===== src/core/rsc_regs.svh =====
// Constants for the reset strap sampler: field positions, reset values, counts.
// Assumes inclusion by the strap sampler package users only.
`ifndef RSC_REGS_SVH
`define RSC_REGS_SVH
`define RSC_IDENT_W 12
`define RSC_REV_W 4
`define RSC_IDENT_VAL 12'h5A5
`define RSC_REV_VAL 4'h1
`define RSC_STATUS_RST 6'h00
`define RSC_AC_LO 0
`define RSC_AC_HI 2
`define RSC_IF_LO 3
`define RSC_IF_HI 4
`define RSC_TEST_BIT 5
`define RSC_AC_NO_AUTO 3'h3
`define RSC_AC_NVM_PROG 3'h0
`define RSC_IF_I2C_A0 2'h0
`define RSC_IF_I2C_A1 2'h1
`define RSC_IF_SPI_SLV 2'h2
`define RSC_IF_SPI_MST 2'h3
`define RSC_I2C_ADDR_BASE 5'h1D
`define RSC_EE_CYCLES 8'h40
`endif


===== src/core/rsc_pkg.sv =====
// Types shared by the strap sampler.
// Assumes rsc_regs.svh for numeric constants.
package rsc_pkg;
    typedef enum logic [1:0] {
        RSC_IF_I2C = 2'h0,
        RSC_IF_SPI_SLAVE = 2'h1,
        RSC_IF_SPI_MASTER = 2'h3
    } rsc_if_mode_t;
    typedef struct packed {
        logic test;
        logic [1:0] iface;
        logic [2:0] config_sel;
    } rsc_straps_t;
    typedef struct packed {
        logic oe_n;
        logic out;
    } rsc_pin_drv_t;
endpackage : rsc_pkg


===== src/core/rsc_ident.sv =====
// Read-only identification and revision fields split over two registers.
// Assumes nothing of its surroundings; values are constants.
`timescale 1ns/10ps
`default_nettype none
`include "rsc_regs.svh"
module rsc_ident
    import rsc_pkg::*;
(
    output logic [7:0] ident_reg_high,
    output logic [7:0] ident_reg_low
);
    // Identity value is arbitrary
    localparam logic [15:0] IDENT_WORD = {`RSC_IDENT_VAL, `RSC_REV_VAL};
    assign ident_reg_high = IDENT_WORD[15:8];
    assign ident_reg_low = IDENT_WORD[7:0];
endmodule : rsc_ident
`default_nettype wire


===== src/core/rsc_sampler.sv =====
// Strap sampler: catches straps on reset pin rise, decodes modes, hands pins over.
// Assumes pins already synchronous to clock; resetn is the core reset.
`timescale 1ns/10ps
`default_nettype none
`include "rsc_regs.svh"
module rsc_sampler
    import rsc_pkg::*;
(
    input wire logic clock,
    input wire logic resetn,
    input wire logic reset_pin_low,
    input wire logic internal_nvm,
    input wire logic [2:0] config_select_straps,
    input wire logic test_strap,
    input wire logic [1:0] iface_straps,
    input wire logic autocfg_mosi,
    input wire logic autocfg_done,
    input wire logic [3:0] general_io_out,
    input wire logic [3:0] general_io_oe_n,
    output logic [3:0] general_io_pin_out,
    output logic [3:0] general_io_pin_oe_n,
    output logic spi_select_low_out,
    output logic spi_select_low_oe_n,
    output logic mosi_out,
    output logic mosi_oe_n,
    output logic [5:0] strap_capture_status,
    output logic [7:0] ident_reg_high,
    output logic [7:0] ident_reg_low,
    output logic [2:0] config_number,
    output logic autocfg_enable,
    output logic test_mode,
    output logic [2:0] test_mode_sel,
    output logic nvm_program_mode,
    output logic [1:0] if_mode,
    output logic [6:0] i2c_addr_setting,
    output logic autocfg_busy
);
    typedef enum logic [1:0] {
        ST_RESET = 2'b00,
        ST_AUTOCFG = 2'b01,
        ST_NORMAL = 2'b11
    } rsc_state_t;

    rsc_state_t state_reg;
    rsc_state_t state_next;

    logic pin_prev_reg;
    logic pin_prev_next;
    logic [5:0] status_reg;
    logic [5:0] status_next;
    rsc_straps_t straps_now;
    rsc_straps_t straps_cap;

    logic rise;
    logic pin_held_low;
    logic in_reset;
    logic in_autocfg;
    logic master_boot;
    logic abort_boot;
    logic boot_finish;
    logic [1:0] addr_lsb;

    rsc_pin_drv_t sel_drv;
    rsc_pin_drv_t mosi_drv;

    // Interface decode, shared by mode and address logic
    function automatic logic [1:0] if_decode(input logic [1:0] ifs, input logic nvm);
        if_decode = RSC_IF_I2C;
        if (nvm) begin
            if (ifs == `RSC_IF_SPI_MST) begin
                if_decode = RSC_IF_SPI_SLAVE;
            end
        end else begin
            case (ifs)
                `RSC_IF_SPI_SLV: begin
                    if_decode = RSC_IF_SPI_SLAVE;
                end
                `RSC_IF_SPI_MST: begin
                    if_decode = RSC_IF_SPI_MASTER;
                end
                default: begin
                    if_decode = RSC_IF_I2C;
                end
            endcase
        end
    endfunction : if_decode

    // Only external-memory parts boot as master, never in test mode
    function automatic logic boots_as_master(input rsc_straps_t st, input logic nvm);
        boots_as_master = !st.test && !nvm && (st.iface == `RSC_IF_SPI_MST);
    endfunction : boots_as_master

    function automatic logic is_nvm_prog(input rsc_straps_t st, input logic nvm);
        is_nvm_prog = nvm && st.test
            && (st.config_sel == `RSC_AC_NVM_PROG)
            && (st.iface == `RSC_IF_SPI_MST);
    endfunction : is_nvm_prog

    // SPI modes leave the spare address bits at zero
    function automatic logic [1:0] addr_lsb_of(input logic [1:0] mode, input logic [1:0] ifs);
        if (mode == RSC_IF_I2C) begin
            addr_lsb_of = ifs;
        end else begin
            addr_lsb_of = 2'h0;
        end
    endfunction : addr_lsb_of

    rsc_ident u_ident (
        .ident_reg_high(ident_reg_high),
        .ident_reg_low(ident_reg_low)
    );

    assign straps_now = '{test: test_strap, iface: iface_straps,
                          config_sel: config_select_straps};
    // Pin level assumed stable: resetn covers minimum low time
    assign rise = reset_pin_low & ~pin_prev_reg;
    assign pin_held_low = ~reset_pin_low;
    assign straps_cap = status_reg;
    assign pin_prev_next = reset_pin_low;
    // Pin already high at core reset release counts as a power-on sample
    assign status_next = rise ? straps_now : status_reg;

    always_ff @(posedge clock) begin
        if (!resetn) begin
            pin_prev_reg <= 1'b0;
            status_reg <= `RSC_STATUS_RST;
        end else begin
            pin_prev_reg <= pin_prev_next;
            status_reg <= status_next;
        end
    end

    assign in_reset = (state_reg == ST_RESET);
    assign in_autocfg = (state_reg == ST_AUTOCFG);
    assign master_boot = boots_as_master(straps_now, internal_nvm);
    // A new reset pulse abandons a boot read half done
    assign abort_boot = pin_held_low;
    assign boot_finish = autocfg_done;

    assign strap_capture_status = status_reg;
    assign test_mode = straps_cap.test;
    assign test_mode_sel = straps_cap.test ? straps_cap.config_sel : 3'h0;
    assign nvm_program_mode = is_nvm_prog(straps_cap, internal_nvm);
    assign config_number = straps_cap.config_sel;
    // Any test mode keeps the engine idle; config 011 without test mode does not
    assign autocfg_enable = ~straps_cap.test;
    assign if_mode = if_decode(straps_cap.iface, internal_nvm);
    assign addr_lsb = addr_lsb_of(if_mode, straps_cap.iface);
    assign i2c_addr_setting = {`RSC_I2C_ADDR_BASE, addr_lsb};

    always_comb begin
        state_next = state_reg;
        case (state_reg)
            ST_RESET: begin
                if (rise) begin
                    state_next = master_boot ? ST_AUTOCFG : ST_NORMAL;
                end
            end
            ST_AUTOCFG: begin
                if (abort_boot) begin
                    state_next = ST_RESET;
                end else if (boot_finish) begin
                    state_next = ST_NORMAL;
                end
            end
            ST_NORMAL: begin
                if (pin_held_low) begin
                    state_next = ST_RESET;
                end
            end
            default: begin
                state_next = ST_RESET;
            end
        endcase
    end

    always_ff @(posedge clock) begin
        if (!resetn) begin
            state_reg <= ST_RESET;
        end else begin
            state_reg <= state_next;
        end
    end

    assign autocfg_busy = in_autocfg;

    // Straps stay undriven while sampling so board resistors set the level
    assign general_io_pin_out = in_reset ? 4'h0 : general_io_out;
    assign general_io_pin_oe_n = in_reset ? 4'hF : general_io_oe_n;
    // Select released outside the boot read; board pull-up idles it
    assign sel_drv = '{oe_n: ~in_autocfg, out: 1'b0};
    // MOSI is an input in slave mode; external master drives it
    assign mosi_drv = '{oe_n: ~in_autocfg,
                        out: in_autocfg ? autocfg_mosi : 1'b1};
    assign spi_select_low_out = sel_drv.out;
    assign spi_select_low_oe_n = sel_drv.oe_n;
    assign mosi_out = mosi_drv.out;
    assign mosi_oe_n = mosi_drv.oe_n;
endmodule : rsc_sampler
`default_nettype wire


===== config.mk =====
export PLATFORM = sky130hd
export DESIGN_NAME = rsc_sampler
export DESIGN_NICKNAME = d
export VERILOG_FILES = /design/src/core/rsc_pkg.sv /design/src/core/rsc_ident.sv /design/src/core/rsc_sampler.sv
export VERILOG_INCLUDE_DIRS = /design/src /design/src/core
export SDC_FILE = /design/constraint.sdc
export NUM_CORES = 1
export LEC_CHECK = 0
export ABC_AREA = 0
export BUFFER_PORTS_ARGS = -buffer_cell sky130_fd_sc_hd__clkbuf_2
export CAP_MARGIN = 25
export CORE_ASPECT_RATIO = 1.2
export CORE_MARGIN = 2
export CORE_UTILIZATION = 31
export CTS_CLUSTER_DIAMETER = 100
export CTS_CLUSTER_SIZE = 28
export DETAILED_ROUTE_END_ITERATION = 10
export PLACE_DENSITY = 0.85
export SLEW_MARGIN = 25
export SYNTH_ARGS = -nofsm -noshare
export SYNTH_HDL_FRONTEND = slang
export SYNTH_SLANG_ARGS = --single-unit

===== constraint.sdc =====
create_clock -name clock -period 0.9 [get_ports clock]
set_input_delay 0.18 -clock clock [delete_from_list [all_inputs] [get_ports clock]]
set_output_delay 0.18 -clock clock [all_outputs]
set_load 0.02 [all_outputs]

; Word-level counts from Yosys, hierarchy flattened
; Cells that the tools add are included.
; Widths: inputs -> output; s select.
[op_classes]
n_eq_ne = 8
muxes = 14
bitwise_logic = 4
reduce_logical = 11
[op_table]
columns = op, count
row1 = $mux 2, 7
row2 = $eq 2x2->1 const B, 4
row3 = $mux 4, 2
row4 = $pmux 2 s3, 1
row5 = $logic_and 1x1->1, 5
row6 = $logic_not 2->1, 2
row7 = $ne 2x2->1 const B, 2
row8 = $pmux 2 s2, 1
row9 = $logic_not 3->1, 1
row10 = $mux 3, 1
row11 = $ne 3x3->1 const B, 1
row12 = $not 1->1, 3
row13 = $reduce_and 3->1, 1
row14 = $eq 2x1->1 const B, 1
row15 = $logic_not 1->1, 2
row16 = $mux 1, 2
row17 = $and 1x1->1, 1
[word_totals]
register_bits = 9
inputBits = 20
out_inout_bits = 53
wordCells = 40

; Depth between registers and ports, before layout
[depth]
depth_word = 6
mapped_depth = 4

; Modules after synthesis
; Synthesis repeated with hierarchy kept, for this count alone.
[hier_totals]
cells_unflattened = 85
area_unflattened_um2 = 709.4
[by_module_without_submodules]
columns = mod, instances, cells_per_inst, area_per_inst_um2, seq_area_each_um2
row1 = rsc_sampler, 1, 67, 581.8, 180.2
row2 = rsc_ident, 1, 18, 127.6, 0.0

; Least setup slack after synthesis
; Ideal clock, no wire load.
[synth_path]
path_type = reg2out
startpoint = reg status_reg[4], in the netlist strap_capture_status[4]
endpoint = out nvm_program_mode
t_arrival_ns = 1.256
required_ns = 0.720
slack_ns = -0.536
path_stages_with_launch = 3
path_cell_list = dfxtp_1 > nand4_1 > nor4_1
[synth_via]
elab_chain_cells = 2
[synth_lines]
columns = item, line
row1 = from (decl), rsc_sampler.sv:49  ; logic [5:0] status_reg;
row2 = from (signal assigned), rsc_sampler.sv:126  ; status_reg <= `RSC_STATUS_RST;
row3 = from (signal assigned), rsc_sampler.sv:129  ; status_reg <= status_next;
row4 = $eq 2x2->1, n/a
row5 = $logic_and 1x1->1, rsc_sampler.sv:94  ; is_nvm_prog = nvm && st.test
row6 = to (decl), rsc_sampler.sv:33  ; output logic nvm_program_mode,
; No other way between the ends.

; Worst setup path after layout
[layout_path]
startpoint = reg state_reg[1]
endpoint = out general_io_pin_out[1]
[layout_via]
elab_chain_cells = 2
[layout_lines]
columns = item, line
row1 = from (decl), rsc_sampler.sv:44  ; rsc_state_t state_reg;
row2 = from (signal assigned), rsc_sampler.sv:181  ; state_reg <= state_next;
row3 = $logic_not 2->1, rsc_sampler.sv:133  ; assign in_reset = (state_reg == ST_RESET);
row4 = $mux 4, rsc_sampler.sv:188  ; assign general_io_pin_out = in_reset ? 4'h0 : general_io_out;
row5 = to (decl), rsc_sampler.sv:20  ; output logic [3:0] general_io_pin_out,
; No other way between the ends.

==> impl_metrics.json <==
{
  "outcome": "complete, but fails checks",
  "violations": "setup timing",
  "port_buffers": 50,
  "grt_pass1_wl_um": 3030,
  "netlist_instances": 83,
  "start_util": 0.335,
  "critPathKind": "register to primary output",
  "clock_path_buffers": 2,
  "drive_above_1_share": 0.683,
  "io_pins": 73,
  "cp_max_fo": 5,
  "dp_slack_ps": -165,
  "cts_tree": "done",
  "startpoint_type": "register",
  "power_frac_comb": 0.469,
  "gp_congestion": 0.708,
  "pwr-share-seq": 0.317,
  "fin_ws_ps": -378,
  "largest_reg_flops": 6,
  "final_area_um2": 1400,
  "syn_to_final_growth_pct": 98.9,
  "first_iter_violations": 3,
  "grt_pass1_vias": 689,
  "cts.sinks": 9,
  "fp-row-count": 18,
  "yosys_register_bits": 9,
  "vias": 745,
  "die_w_um": 47.4,
  "pwr-share-clk": 0.214,
  "path_clk_slew_ps": 60,
  "drv_slew": 0,
  "ant_nets": 0,
  "final_cells": 175,
  "grt_antenna_before_repair": 0,
  "critPathRequiredTime_ps": 720,
  "detailed_place_hpwl_um": 1480,
  "die_area_um2": 2660,
  "grt.overflow.total": 0,
  "cp.arrival_ps": 1100,
  "cap_violations": 0,
  "track_usage": 0.157,
  "rsz0062_at_grt": "yes",
  "switching_share": 0.354,
  "vdd_drop_max_mv": 0.775,
  "wl_per_cell_um": 12.4,
  "synth.distinct_cells": 24,
  "final.setup.tns_ps": -8880,
  "yosys_warnings": 0,
  "clock_skew_ps": 0.433,
  "fin_crit_ps": 1280,
  "wl_um": 2170,
  "drc_errors": 0,
  "final-setup-viol-count": 38,
  "core_um2": 2090,
  "final-hold-violation-count": 0,
  "p_leak_nw": 0.687,
  "placed_cell_area_um2": 993,
  "p_per_area_nw_per_um2": 1020,
  "syn_area_um2": 702,
  "die_height_um": 56.1,
  "dp_cells": 164,
  "p_sw_mw": 0.505,
  "reg2reg_slack_ps": -110,
  "cts_root_buffer": "clkbuf_4",
  "post-route-period-util": 1.42,
  "clk_latency_ps": 260,
  "grt_max_degree": 9,
  "diodes": 0,
  "finalPower_mw": 1.42,
  "yosysSeqAreaShare": 0.257,
  "avgSynthCellArea_um2": 8.46,
  "fmax_ghz": 0.783,
  "drt-vias-per-instance": 4.26,
  "drt-pass1-iter-count": 4,
  "numCtsBuffers": 3,
  "hp-class": "input pin to register",
  "nets": 166,
  "p_int_mw": 0.919,
  "end_kind": "primary output",
  "htree_levels": 1
}
## cells in the mapped netlist, drive strengths merged
| library cell | number | share of area |
|---|---|---|
| or2 | 4 | 0.036 |
| a21boi | 2 | 0.021 |
| nand4 | 1 | 0.0089 |
| nor4 | 1 | 0.0089 |
| nand2 | 1 | 0.0053 |
| dfxtp | 9 | 0.26 |
| inv | 3 | 0.016 |
| and2b | 4 | 0.043 |
| mux2i | 6 | 0.086 |
| nand4bb | 1 | 0.016 |
| and2 | 4 | 0.037 |
| o21a | 1 | 0.011 |
| buf | 28 | 0.30 |
| nand2b | 2 | 0.018 |
| nor2 | 4 | 0.021 |
| conb | 2 | 0.011 |
| nand3 | 1 | 0.0071 |
| and3 | 1 | 0.0089 |
| nor2b | 7 | 0.073 |
| o211ai | 1 | 0.011 |
## final timing paths
check / from / end / cells after the start
worst max register to register: pin_prev_reg / strap_capture_status[3] / 3
worst min register to register: pin_prev_reg / state_reg[0] / 2
worst min-delay path: config_select_straps[2] / strap_capture_status[2] / 3
worst max-delay path: state_reg[1] / general_io_pin_out[1] / 3
## through the flow
stage               hold slack [ps]   util
floorplan                       307      -
global placement                434  0.474
detailed placement              445  0.474
CTS                             174  0.606
global route                    199  0.667
finish                          179  0.667
## power by group through the flow
stage / clock network (mW) / registers [mW] / logic [mW]
floorplan: 0 / 0.484 / 0.375
global placement: 0 / 0.456 / 0.470
detailed placement: 0 / 0.458 / 0.480
CTS: 0.321 / 0.450 / 0.579
global route: 0.323 / 0.456 / 0.711
finish: 0.304 / 0.452 / 0.668
## critical path: stages (launching register included)
cell,delay (ps)
dfxtp_4,360
nor2_4,130
and2b_2,230
buf_6,130
## timing repair
item,in CTS,in global routing
pin swaps,4,1
hold buffers,0,0
resized for setup,54,53
setup buffers,3,5
endpoints found under the setup margin,38,38
gates cloned,1,0
## layout by cell type (no fill, tap or decap), types with 2 or more instances in the layout
cell type | Yosys | layout
and2_4 | 0 | 3
and2b_1 | 4 | 3
buf_4 | 27 | 4
buf_6 | 1 | 20
buf_8 | 0 | 16
clkbuf_2 | 0 | 22
clkbuf_4 | 0 | 3
clkbuf_8 | 0 | 3
conb_1 | 2 | 22
dfxtp_4 | 0 | 8
inv_4 | 0 | 2
mux2i_1 | 6 | 6
nand2b_4 | 0 | 2
nor2_2 | 0 | 2
nor2_4 | 0 | 2
nor2b_1 | 6 | 6
or2_4 | 0 | 4
## cell families (layout without fill, tap and decap cells)
kind of cell / after synthesis / after routing / share of synthesized area
DFF: 9 / 9 / 0.257
AOI/OAI and AO/OA: 4 / 4 / 0.0428
buffers and inverters: 31 / 72 / 0.321
other: 2 / 22 / 0.0107
and+or+nand+nor: 31 / 32 / 0.283
muxes: 6 / 6 / 0.0856
## cell type report
class	count	area [µm²]
Timing Repair Buffer	65	647
Fill cell	179	698
Tap cell	30	37.5
Inverter	3	21.3
Clock buffer	4	26.3
Multi-Input combinational cell	64	453
Sequential cell	9	211
## metal layers
| metal | vias to the layer above | share of wire | GRT usage |
|---|---|---|---|
| li1 | 345 | - | - |
| met1 | 334 | 0.31 | 0.139 |
| met2 | 62 | 0.55 | 0.305 |
| met3 | 4 | 0.12 | 0.0455 |
| met4 | 0 | 0.011 | 0.0476 |
| met5 | - | 0 | 0 |
Power figures use the tool's default switching activity.
